File: src/rtl/fault_pkg.sv
// Constants for the fault collector: register map, field positions, timing counts.
// Assumes a single 100 MHz system clock and an AXI4-Lite register bus.
package fault_pkg;
  localparam int unsigned CLK_HZ = 100_000_000;
  localparam int unsigned RC_HZ = 16_000_000;
  // Fault transport limit: 10 periods of the 16 MHz RC clock.
  localparam int unsigned RC_LIMIT_PERIODS = 10;
  localparam int unsigned FAULT_LATENCY_CYC = (RC_LIMIT_PERIODS * CLK_HZ) / RC_HZ;
  // Fast indication limit of 64 us.
  localparam int unsigned FAST_LIMIT_US = 64;
  localparam int unsigned FAST_LIMIT_CYC = FAST_LIMIT_US * (CLK_HZ / 1_000_000);
  // Slow toggling frequency 434 Hz: half period in system cycles.
  localparam int unsigned SLOW_HZ = 434;
  localparam int unsigned SLOW_HALF_CYC = CLK_HZ / (2 * SLOW_HZ);
  // Fast toggling half period kept well inside the fast limit.
  localparam int unsigned FAST_HALF_CYC = FAST_LIMIT_CYC / 4;
  localparam int unsigned HOLD_DEFAULT = 32'h0000_1000;
  localparam int unsigned SRC_W = 8;

  localparam logic [7:0] CTRL_OFS = 8'h00;
  localparam logic [7:0] STAT_OFS = 8'h04;
  localparam logic [7:0] HOLD_OFS = 8'h08;
  localparam logic [7:0] SRC_OFS = 8'h0C;
  localparam logic [7:0] IRQ_STAT_OFS = 8'h10;
  localparam logic [7:0] IRQ_MASK_OFS = 8'h14;

  // CTRL fields.
  localparam int CTRL_PROTO_LSB = 0;
  localparam int CTRL_SLOW_BIT = 2;
  localparam int CTRL_POL_BIT = 3;
  localparam int CTRL_TEST0_BIT = 4;
  localparam int CTRL_TEST1_BIT = 5;
  localparam int CTRL_DRIVE_BIT = 6;
  localparam int CTRL_RESET_BIT = 31;
  localparam logic [31:0] CTRL_RESET_VAL = 32'h0000_0040;
  // STAT fields.
  localparam int STAT_ERR_BIT = 0;
  localparam int STAT_HOLD_BIT = 1;
  // IRQ status fields.
  localparam int IRQ_FAULT_BIT = 0;
  localparam int IRQ_RELEASE_BIT = 1;

  typedef enum logic [1:0] {
    PROTO_DUAL_RAIL,
    PROTO_TIME_SWITCH,
    PROTO_BISTABLE,
    PROTO_TEST
  } proto_t;
endpackage

File: src/rtl/error_out_encoder.sv
// Encodes the collector state onto the two error outputs per selected protocol.
// Expects a stable protocol selection from the register block.
module error_out_encoder
  import fault_pkg::*;
(
  input wire logic clk_sys,
  input wire logic rst_b,
  input wire logic in_error,
  input wire logic [1:0] proto,
  input wire logic slow,
  input wire logic pol,
  input wire logic [1:0] test_val,
  output logic out0,
  output logic out1
);
  logic [31:0] cnt;
  logic phase;
  logic [31:0] half;

  assign half = slow ? SLOW_HALF_CYC : FAST_HALF_CYC;

  // Free-running toggle phase for dual-rail and time switching. The error
  // pattern below ignores it, so an indication never waits for a phase edge.
  always_ff @(posedge clk_sys)
  begin
    if (!rst_b)
    begin
      cnt <= '0;
      phase <= 1'b0;
    end
    else if (cnt >= half - 32'h1)
    begin
      cnt <= '0;
      phase <= ~phase;
    end
    else
      cnt <= cnt + 32'h1;
  end

  always_ff @(posedge clk_sys)
  begin
    if (!rst_b)
    begin
      out0 <= 1'b0;
      out1 <= 1'b0;
    end
    else
    begin
      case (proto_t'(proto))
        PROTO_DUAL_RAIL:
        begin
          // Complementary toggling when healthy, equal levels on error.
          out0 <= in_error ? 1'b0 : phase;
          out1 <= in_error ? 1'b0 : ~phase;
        end
        PROTO_TIME_SWITCH:
        begin
          out0 <= in_error ? 1'b0 : phase;
          out1 <= in_error ? 1'b0 : 1'b1;
        end
        PROTO_BISTABLE:
        begin
          // Immediate: no wait on the toggle phase.
          out0 <= in_error ? ~pol : pol;
          out1 <= in_error ? pol : ~pol;
        end
        PROTO_TEST:
        begin
          out0 <= test_val[0];
          out1 <= test_val[1];
        end
        default:
        begin
          out0 <= 1'b0;
          out1 <= 1'b0;
        end
      endcase
    end
  end

  bistable_comp_a: assert property (@(posedge clk_sys) disable iff (!rst_b)
    ($past(proto) == 2'd2 && $past(rst_b)) |-> (out0 != out1))
    else $error("bistable outputs not complementary");
endmodule // error_out_encoder

File: src/rtl/fault_collector.sv
// Fault collector: gathers internal faults, drives the two error outputs,
// and exposes control and status over AXI4-Lite.
// Assumes fault sources and the bus are synchronous to clk_sys.
// Functional notes
// - Any internal fault reaches the collector within ten RC clock periods.
// - Fast mode and bi-stable report a fault at once, within 64 us.
// - Slow mode may delay indication up to half a 434 Hz period.
// - Two error outputs; dual-rail, time-switching, bi-stable or test encodings.
// - After power-on reset the outputs are undriven or show error.
// - Readable error flag; software writes 1 for fault, 0 for operational.
// - Outputs return to operational only on software request.
// - In operational state at least one error output is high; the test encoding drives test_val on the outputs instead.
// - Bi-stable outputs complementary; software picks which pin is high.
// - Latest fault source stays readable, also across a functional reset.
// - After software clear, error indication holds for a configurable time.
// - Software can request a reset of the whole device.
module fault_collector
  import fault_pkg::*;
#(
  parameter int N_SRC = SRC_W,
  parameter logic [31:0] HOLD_RESET = HOLD_DEFAULT
)(
  input wire logic clk_sys,
  input wire logic rst_b,
  input wire logic func_rst_b,
  input wire logic [N_SRC-1:0] fault_in,
  output logic error_out_0,
  output logic error_out_1,
  output logic error_out_0_oe,
  output logic error_out_1_oe,
  output logic device_reset_req,
  output logic irq,
  input wire logic [7:0] s_axi_awaddr,
  input wire logic s_axi_awvalid,
  output logic s_axi_awready,
  input wire logic [31:0] s_axi_wdata,
  input wire logic [3:0] s_axi_wstrb,
  input wire logic s_axi_wvalid,
  output logic s_axi_wready,
  output logic [1:0] s_axi_bresp,
  output logic s_axi_bvalid,
  input wire logic s_axi_bready,
  input wire logic [7:0] s_axi_araddr,
  input wire logic s_axi_arvalid,
  output logic s_axi_arready,
  output logic [31:0] s_axi_rdata,
  output logic [1:0] s_axi_rresp,
  output logic s_axi_rvalid,
  input wire logic s_axi_rready
);
  logic fault_hit;
  logic [N_SRC-1:0] fault_vec;
  logic [31:0] ctrl;
  logic [31:0] hold_time;
  logic [31:0] hold_cnt;
  logic [N_SRC-1:0] src;
  logic err_flag;
  logic holding;
  logic [1:0] irq_stat;
  logic [1:0] irq_mask;
  logic aw_full;
  logic w_full;
  logic [7:0] aw_addr;
  logic [31:0] w_data;
  logic [3:0] w_strb;
  logic wr_go;
  logic in_error;
  logic sw_clear;
  logic sw_set;
  logic release_ev;

  function automatic logic [31:0] merge(input logic [31:0] old, input logic [31:0] nw,
                                        input logic [3:0] strb);
    logic [31:0] r;
    r = old;
    for (int i = 0; i < 4; i++)
      if (strb[i])
        r[i*8 +: 8] = nw[i*8 +: 8];
    return r;
  endfunction

  fault_intake #(.N_SRC(N_SRC)) u_intake (
    .clk_sys(clk_sys),
    .rst_b(rst_b),
    .fault_in(fault_in),
    .fault_hit(fault_hit),
    .fault_vec(fault_vec)
  );

  // Write channel: address and data taken in either order, response after both.
  assign s_axi_awready = !aw_full && !s_axi_bvalid;
  assign s_axi_wready = !w_full && !s_axi_bvalid;
  assign wr_go = aw_full && w_full && !s_axi_bvalid;

  always_ff @(posedge clk_sys)
  begin
    if (!rst_b)
    begin
      aw_full <= 1'b0;
      w_full <= 1'b0;
      aw_addr <= 8'h00;
      w_data <= 32'h0000_0000;
      w_strb <= 4'h0;
      s_axi_bvalid <= 1'b0;
    end
    else
    begin
      if (s_axi_awvalid && s_axi_awready)
      begin
        aw_full <= 1'b1;
        aw_addr <= s_axi_awaddr;
      end
      if (s_axi_wvalid && s_axi_wready)
      begin
        w_full <= 1'b1;
        w_data <= s_axi_wdata;
        w_strb <= s_axi_wstrb;
      end
      if (wr_go)
      begin
        aw_full <= 1'b0;
        w_full <= 1'b0;
        s_axi_bvalid <= 1'b1;
      end
      else if (s_axi_bready)
        s_axi_bvalid <= 1'b0;
    end
  end

  assign s_axi_bresp = 2'b00;

  assign sw_set = wr_go && aw_addr == STAT_OFS && w_strb[0] && w_data[STAT_ERR_BIT];
  assign sw_clear = wr_go && aw_addr == STAT_OFS && w_strb[0] && !w_data[STAT_ERR_BIT];

  // Configuration registers.
  always_ff @(posedge clk_sys)
  begin
    if (!rst_b)
    begin
      ctrl <= CTRL_RESET_VAL;
      hold_time <= HOLD_RESET;
      irq_mask <= 2'b00;
    end
    else
    begin
      ctrl[CTRL_RESET_BIT] <= 1'b0;
      if (wr_go && aw_addr == CTRL_OFS)
        ctrl <= merge(ctrl, w_data, w_strb);
      if (wr_go && aw_addr == HOLD_OFS)
        hold_time <= merge(hold_time, w_data, w_strb);
      if (wr_go && aw_addr == IRQ_MASK_OFS && w_strb[0])
        irq_mask <= w_data[1:0];
    end
  end

  assign device_reset_req = ctrl[CTRL_RESET_BIT];

  // Error flag: a fault wins over a simultaneous software clear.
  always_ff @(posedge clk_sys)
  begin
    if (!rst_b)
      err_flag <= 1'b1;
    else if (fault_hit || sw_set)
      err_flag <= 1'b1;
    else if (sw_clear)
      err_flag <= 1'b0;
  end

  // Hold the outputs in error after a clear for hold_time cycles.
  always_ff @(posedge clk_sys)
  begin
    if (!rst_b)
    begin
      holding <= 1'b0;
      hold_cnt <= 32'h0000_0000;
    end
    else if (fault_hit || sw_set)
      holding <= 1'b0;
    else if (sw_clear && err_flag)
    begin
      holding <= hold_time != 32'h0000_0000;
      hold_cnt <= hold_time;
    end
    else if (holding)
    begin
      hold_cnt <= hold_cnt - 32'h1;
      if (hold_cnt <= 32'h1)
        holding <= 1'b0;
    end
  end

  assign in_error = err_flag || holding;
  assign release_ev = holding && hold_cnt <= 32'h1 && !fault_hit && !sw_set;

  // Source capture survives the functional reset; only power-on reset clears it.
  always_ff @(posedge clk_sys)
  begin
    if (!rst_b)
      src <= '0;
    else if (fault_hit)
      src <= fault_vec;
  end

  // Interrupt status, write one to clear; a new event wins over the clear.
  always_ff @(posedge clk_sys)
  begin
    if (!rst_b)
      irq_stat <= 2'b00;
    else
    begin
      for (int i = 0; i < 2; i++)
        if (wr_go && aw_addr == IRQ_STAT_OFS && w_strb[0] && w_data[i])
          irq_stat[i] <= 1'b0;
      if (fault_hit)
        irq_stat[IRQ_FAULT_BIT] <= 1'b1;
      if (release_ev)
        irq_stat[IRQ_RELEASE_BIT] <= 1'b1;
    end
  end

  assign irq = |(irq_stat & irq_mask);

  // Read channel.
  assign s_axi_arready = !s_axi_rvalid;
  assign s_axi_rresp = 2'b00;

  always_ff @(posedge clk_sys)
  begin
    if (!rst_b)
    begin
      s_axi_rvalid <= 1'b0;
      s_axi_rdata <= 32'h0000_0000;
    end
    else if (s_axi_arvalid && s_axi_arready)
    begin
      s_axi_rvalid <= 1'b1;
      case (s_axi_araddr)
        CTRL_OFS: s_axi_rdata <= ctrl;
        STAT_OFS: s_axi_rdata <= {30'h0, holding, err_flag};
        HOLD_OFS: s_axi_rdata <= hold_time;
        SRC_OFS: s_axi_rdata <= 32'(src);
        IRQ_STAT_OFS: s_axi_rdata <= {30'h0, irq_stat};
        IRQ_MASK_OFS: s_axi_rdata <= {30'h0, irq_mask};
        default: s_axi_rdata <= 32'h0000_0000;
      endcase
    end
    else if (s_axi_rready)
      s_axi_rvalid <= 1'b0;
  end

  error_out_encoder u_enc (
    .clk_sys(clk_sys),
    .rst_b(rst_b),
    .in_error(in_error),
    .proto(ctrl[CTRL_PROTO_LSB +: 2]),
    .slow(ctrl[CTRL_SLOW_BIT]),
    .pol(ctrl[CTRL_POL_BIT]),
    .test_val({ctrl[CTRL_TEST1_BIT], ctrl[CTRL_TEST0_BIT]}),
    .out0(error_out_0),
    .out1(error_out_1)
  );

  // Pins are driven from power-on, since CTRL_RESET_VAL sets the drive bit; software can float them.
  // The functional reset gates the drivers off while it is held.
  assign error_out_0_oe = ctrl[CTRL_DRIVE_BIT] && func_rst_b;
  assign error_out_1_oe = ctrl[CTRL_DRIVE_BIT] && func_rst_b;

  no_auto_clear_a: assert property (@(posedge clk_sys) disable iff (!rst_b)
    $fell(err_flag) |-> $past(sw_clear))
    else $error("error flag cleared without software request");

  flag_set_a: assert property (@(posedge clk_sys) disable iff (!rst_b)
    fault_hit |=> err_flag)
    else $error("fault accepted without setting error flag");

  sw_write_a: assert property (@(posedge clk_sys) disable iff (!rst_b)
    (sw_set |=> err_flag) and (sw_clear && !fault_hit |=> !err_flag))
    else $error("software write of error flag not honoured");

  hold_time_a: assert property (@(posedge clk_sys) disable iff (!rst_b)
    (sw_clear && err_flag && !fault_hit && hold_time > 32'h2) |=> holding [*2])
    else $error("error indication released before hold time");

  ops_high_a: assert property (@(posedge clk_sys) disable iff (!rst_b)
    (!in_error && $past(!in_error, 2) && $past(rst_b, 2) && ctrl[1:0] != 2'd3
     && $stable(ctrl)) |-> (error_out_0 || error_out_1))
    else $error("no error output high in operational state");

  src_keep_a: assert property (@(posedge clk_sys) disable iff (!rst_b)
    !fault_hit |=> $stable(src))
    else $error("fault source changed without a fault");

  fast_ind_a: assert property (@(posedge clk_sys) disable iff (!rst_b)
    (fault_hit && ctrl[1:0] == 2'd2 && $stable(ctrl)) |-> ##2
    (error_out_0 == ctrl[CTRL_POL_BIT] ^ 1'b1))
    else $error("bistable fault indication late");

  reset_pulse_a: assert property (@(posedge clk_sys) disable iff (!rst_b)
    device_reset_req |=> !device_reset_req)
    else $error("device reset request not a single pulse");
endmodule // fault_collector

File: src/rtl/fault_intake.sv
// Synchronises and latches fault requests from the safety mechanisms.
// Sources are level or pulse, synchronous to clk_sys.
module fault_intake
  import fault_pkg::*;
#(
  parameter int N_SRC = SRC_W
)(
  input wire logic clk_sys,
  input wire logic rst_b,
  input wire logic [N_SRC-1:0] fault_in,
  output logic fault_hit,
  output logic [N_SRC-1:0] fault_vec
);
  logic [N_SRC-1:0] fault_q;

  // Two register stages put the path to the collector at two cycles.
  always_ff @(posedge clk_sys)
  begin
    if (!rst_b)
      fault_q <= '0;
    else
      fault_q <= fault_in;
  end

  always_ff @(posedge clk_sys)
  begin
    if (!rst_b)
    begin
      fault_hit <= 1'b0;
      fault_vec <= '0;
    end
    else
    begin
      fault_hit <= |fault_q;
      fault_vec <= fault_q;
    end
  end

  fault_lat_a: assert property (@(posedge clk_sys) disable iff (!rst_b)
    (|fault_in) |-> ##2 fault_hit)
    else $error("fault not collected within two cycles");
endmodule // fault_intake

File: config.mk
export PLATFORM = sky130hd
export DESIGN_NAME = fault_collector
export DESIGN_NICKNAME = d
export VERILOG_FILES = /design/src/rtl/fault_pkg.sv /design/src/rtl/error_out_encoder.sv /design/src/rtl/fault_collector.sv /design/src/rtl/fault_intake.sv
export SDC_FILE = /design/constraint.sdc
export NUM_CORES = 1
export LEC_CHECK = 0
export BUFFER_PORTS_ARGS = -buffer_cell sky130_fd_sc_hd__buf_2
export CAP_MARGIN = 10
export CORE_MARGIN = 2
export CORE_UTILIZATION = 55
export CTS_BUF_LIST = sky130_fd_sc_hd__clkbuf_8
export DETAILED_ROUTE_END_ITERATION = 6
export PLACE_DENSITY = 0.76
export SYNTH_ARGS = -nofsm -noshare
export SYNTH_HDL_FRONTEND = slang
export SYNTH_SLANG_ARGS = --single-unit
File: constraint.sdc
create_clock -name clk_sys -period 7.5 [get_ports clk_sys]
set_clock_uncertainty 0.05 [all_clocks]
set_input_delay 1.125 -clock clk_sys [delete_from_list [all_inputs] [get_ports clk_sys]]
set_output_delay 1.125 -clock clk_sys [all_outputs]
set_load 0.01 [all_outputs]
# After elaboration in Yosys (flattened, before gate mapping)
# Cells that the tools add are included.
totals:
  wordCells: 133
  register_bits: 242
  inputBits: 68
  output_inout_bits: 47
op_classes:
  bitwise: 5
  add_sub_neg: 3
  reduce_logical: 58
  n_lt_le_gt_ge: 2
  eq_ne: 12
  muxes: 22
op_table:
  columns: ["operator", "n"]
  rows:
  - ["case mux 32 bit (6 select lines)", 1]
  - ["2-to-1 mux 32 bit", 2]
  - ["subtractor 32 x 1 -> 32 bit (second input constant)", 2]
  - ["adder 32 x 1 -> 32 bit (second input constant)", 1]
  - ["equality test 8 x 5 -> 1 bit (second input constant)", 4]
  - [">= comparator 32 bit", 1]
  - ["less-or-equal comparator 32 x 1 -> 1 bit (second input constant)", 1]
  - ["nonzero test 32 bit", 1]
  - ["equality test 8 x 4 -> 1 bit (second input constant)", 3]
  - ["logical AND 1 bit", 24]
  - ["AND reduction 2 bit", 10]
  - ["2-to-1 mux 17 bit", 1]
  - ["equality test 8 x 3 -> 1 bit (second input constant)", 2]
  - ["zero test 8 bit", 2]
  - ["2-to-1 mux 1 bit", 16]
  - ["nonzero test 2 bit", 5]
  - ["OR reduction 2 bit", 5]
  - ["OR reduction 8 bit", 1]
  - ["zero test 1 bit", 7]
  - ["equality test 2 bit (second input constant)", 2]
  - ["inverter 1 bit", 4]
  - ["case mux 1 bit (4 select lines)", 1]
  - ["case mux 1 bit (3 select lines)", 1]
  - ["bitwise AND 2 bit", 1]
  - ["3 further kinds", 4]

# Depth between registers and ports, before layout
logic_depth:
  depth_word: 8
  depth_mapped: 9

# Cells and area by module
# From an unflattened synthesis, not the netlist that was laid out.
unflattened:
  hier_cells: 1253
  hier_area_um2: 10575.1
by_module_without_submodules:
  columns: ["module", "area_each_um2", "cells_each", "n_inst"]
  rows:
  - ["fault_collector", 8520.7, 1069, 1]
  - ["error_out_encoder", 1567.8, 147, 1]
  - ["fault_intake", 486.7, 37, 1]

# Least setup slack after synthesis
# Ideal clock, no wire load.
synth_path:
  path_type: "input to register"
  start: "in s_axi_araddr[3]"
  end: "reg s_axi_rdata[12]"
  arrival_ns: 2.622
  path_slack_ns: 4.700
  cell_stages: 5
  t_required_ns: 7.322
  setup_time_ns: 0.128
  path_cell_list: "clkbuf_1 > clkbuf_1 > buf_1 > mux2i_1 > o21ai_0"
synth_via:
  elab_chain_len: 2
  word_cells_on_any_way: 7
  classes_between: "5 x eq/ne; 1 x mux; 1 x reduce/logical"
synth_rtl:
  columns: ["element", "line_no", "rtl"]
  rows:
  - ["start, declared", "fault_collector.sv:43", "input wire logic [7:0] s_axi_araddr,"]
  - ["equality test 8 x 5 -> 1 bit (tied with other cells)", "fault_collector.sv:237", "case (s_axi_araddr)"]
  - ["case mux 32 bit (6 select lines) (*)", "fault_collector.sv:237", null]
  - ["end signal, assigned", "fault_collector.sv:238", "CTRL_OFS: s_axi_rdata <= ctrl;"]
  - ["end signal, assigned", "fault_collector.sv:239", "STAT_OFS: s_axi_rdata <= {30'h0, holding, err_flag};"]
  - ["end signal, assigned", "fault_collector.sv:240", "HOLD_OFS: s_axi_rdata <= hold_time;"]
  - ["end, declared", "fault_collector.sv:46", "output logic [31:0] s_axi_rdata,"]
# Mark *: on every way between the ends. The rest lies on a longest branch, timed or not.
# A chain may end at the register's enable or synchronous reset.

# Worst setup path in the final report
layout_path:
  start: "in rst_b"
  end: "reg hold_cnt[17]"
layout_lines:
  columns: ["element", "line_no", "rtl"]
  rows:
  - ["start, declared", "fault_collector.sv:24", "input wire logic rst_b,"]
  - ["end signal, assigned", "fault_collector.sv:182", "hold_cnt <= hold_time;"]
  - ["end signal, assigned", "fault_collector.sv:186", "hold_cnt <= hold_cnt - 32'h1;"]
  - ["end, declared", "fault_collector.sv:55", "logic [31:0] hold_cnt;"]
# No word-level cell between the ends.

==> results.cfg <==
[critical_path]
r2r_start = aw_addr[0]
cpMaxStageDelayCell = buf_4
crit_path_max_fanout = 98
worstPathArrival_ns = 3.30
cp_cell_sequence = buf_2 -> buf_4 -> inv_4 -> buf_4 -> o21ai_0
rr_worst_depth = 5
cpPeakStageDelay_ns = 0.85
cp-end-kind = flip-flop
cp_common_cell = buf_4
worstPathRequired_ns = 7.82
r2r_slack_ns = 4.54
startpoint_type = input pin
worst-setup-path-type = in -> reg
startpoint = rst_b
worstReg2RegEnd = hold_cnt[30]

[routing]
post_drt_wl_per_cell_um = 16.1
dr_wl_met3_mm = 1.37
first_pass_iters = 5
num_vias = 8982
route.met2.wl_mm = 11.7
drcViolationCount = 0
viasPerCell = 5.76
wl_met1_mm = 11.5
top_layer_used = met4
totalWireLength_mm = 25.1
drtAntennaViolNets = 0
first_iter_violations = 628

[cts]
ctsHoldBuffers = 0
cts_setup_buffers = 0
clockRootBuffer = clkbuf_8
clock_sinks = 242
cts_buffer_depth = 3
htree_levels = 2
worstSkewPairLatency_ns = 0.54
tritoncts = yes
post_cts_resized = 0
cts_buffers = 41
clk_pin_slew_ns = 0.06

[status]
outcome = finished clean

[logic_synthesis]
postSynthCellCount = 1207
synth-async-reset-ratio_pct = 0
yosysWarnings = 0
ys_seq_elements = 242
synth_ff_type = dfxtp_1
avgSynthCellArea_um2 = 8.51
ys_types = 70
yosysSeqAreaShare_pct = 47.1
synth_edf_count = 0
synth_area_um2 = 10300

[floorplanning]
die_h_um = 141
start_util_pct = 56.6
core_um2 = 18100
io_pins = 115
std_cell_rows = 49
die_w_um = 141
die_area_um2 = 19800

[hold_path]
whs_path_depth = 2
min_to = s_axi_rdata[12]
worstHoldPathType = reg -> reg
min-delay-start = s_axi_rdata[12]

[final_layout]
finish.instance_area_um2 = 11700
num_antenna_cells = 0
final_common_cell = dfxtp_1
final_nets = 1386
n_fill_cell = 1577
utilization_pct = 64.4
drive_gt1_share_pct = 14.7
syn_to_final_growth_pct = 13.8
layout_common_cells = 242 x dfxtp_1, 220 x nand2_1, 120 x a21oi_1

[power]
vdd_drop_max_mv = 0.116
p_leak_nw = 4.90
cellPowerDensity_nw_per_um2 = 222

[sta]
fin_crit_ns = 2.98
max-slew-margin-rel_pct = 26.5
worstMarginPinSlew_ns = 1.10
whs_ns = 0.402
max_freq_mhz = 335
fin_tns_setup_ns = 0
hold_viol = 0
rsz0062_at_grt = no
finalSetupViolCount = 0
fin_crit_sh_pct = 39.8
slew_viol_final = 0

[place]
dpl.hpwl_mm = 16.6
io_buffers = 110
dpl_cell_area_um2 = 10900
gp_congestion = 0.851

[global_route]
grt_pass1_vias = 8293
grt_antenna_before_repair = 0
gr-total-overflow = 0
grtUsageTotal_pct = 25.1
grt_max_degree = 99
grt_pass1_wl_mm = 41.1

[job]
cap_violations = 0
synthesized netlist by cell type, types with 2 or more instances:
library cell | number | area share, %
a2bb2oi_1 | 2 | 0.17
and4_1 | 5 | 0.43
a21o_1 | 4 | 0.29
and3b_1 | 2 | 0.17
nor2b_1 | 3 | 0.18
mux2i_1 | 79 | 7.7
ha_1 | 11 | 1.3
nor3_1 | 20 | 0.97
xnor2_1 | 9 | 0.77
a22oi_1 | 8 | 0.58
or4_4 | 3 | 0.33
buf_6 | 4 | 0.44
nand3b_1 | 5 | 0.37
nor2_1 | 90 | 3.3
buf_4 | 6 | 0.44
nor4_1 | 51 | 3.1
nor3b_1 | 4 | 0.29
or3_1 | 5 | 0.30
o31a_1 | 4 | 0.34
o22ai_1 | 7 | 0.43
o41a_1 | 2 | 0.22
nand2b_1 | 10 | 0.61
or4_1 | 6 | 0.44
buf_2 | 3 | 0.15
a21oi_1 | 121 | 5.9
o21a_1 | 5 | 0.37
dfxtp_1 | 242 | 47
buf_1 | 7 | 0.26
nand3_1 | 28 | 1.4
a21boi_0 | 2 | 0.15
inv_1 | 16 | 0.58
nand2_1 | 220 | 8.0
o21ai_0 | 57 | 2.8
o21ai_1 | 6 | 0.29
and2_1 | 30 | 1.8
xor2_1 | 7 | 0.60
and3_1 | 7 | 0.43
nand4_1 | 14 | 0.85
clkbuf_1 | 59 | 2.2
mux4_2 | 2 | 0.44
o211ai_1 | 8 | 0.58
a31oi_1 | 5 | 0.30
routing by layer:
layer  vias up  GRT usage, %
li1       4434             -
met2       273          40.5
met4         0          8.79
met3        40          4.42
met5         -             0
met1      4235          34.0
cell families after synthesis:
group           count (synthesis)  share of synthesized area [%]
other cells                     1                         0.0365
compound gates                247                           13.9
simple gates                  512                           23.9
xor+xnor                       16                           1.36
flops                         242                           47.1
mux                            82                           8.24
buf+inv                        96                           4.05
fa+ha+maj                      11                           1.34
worst max path at each step:
stage | to | slack, ns
floorplan | s_axi_rdata[12] | 4.70
global placement | hold_cnt[17] | 4.03
detailed placement | hold_cnt[17] | 3.96
CTS | hold_cnt[30] | 4.55
global route | ctrl[18] | 4.33
finish | hold_cnt[17] | 4.52
report_power, final:
part	switching, mW	internal [mW]
Sequential	0.0261	1.31
Combinational	0.0784	0.0500
Clock	0.502	0.626
Total	0.606	1.99
cell type report:
class	count	area, um^2	share of cell area [%]
sequential	242	4840	41.4
multi-input combinational	886	5090	43.5
inverter	17	66.3	0.567
tap	229	287	2.45
clock inverter	14	58.8	0.503
clock buffer	53	729	6.24
timing repair buffer	119	618	5.29
state kept, by name (all words and copies together) (netlist names), 2 cells and up:
| name | cells |
|---|---|
| aw_addr | 8 |
| ctrl | 32 |
| hold_cnt | 32 |
| hold_time | 32 |
| irq_mask | 2 |
| irq_stat | 2 |
| s_axi_rdata | 32 |
| src | 8 |
| u_enc.cnt | 32 |
| u_intake.fault_q | 8 |
| u_intake.fault_vec | 8 |
| w_data | 32 |
| w_strb | 4 |
stage by stage:
step / power (mW) / instances / setup WS [ns]
2_1_floorplan: 1.45 / 1224 / 4.70
3_3_place_gp: 1.49 / 1493 / 4.03
3_5_place_dp: 1.50 / 1493 / 3.96
4_1_cts: 2.62 / 1560 / 4.55
5_1_grt: 2.69 / 1560 / 4.33
6_report: 2.60 / 1560 / 4.52
worst max-delay path: cells and delay by family:
family          cells  cell delay [ns]
compound gates      1             0.25
buf+inv             4             1.81
(Power assumes the default switching activity.)
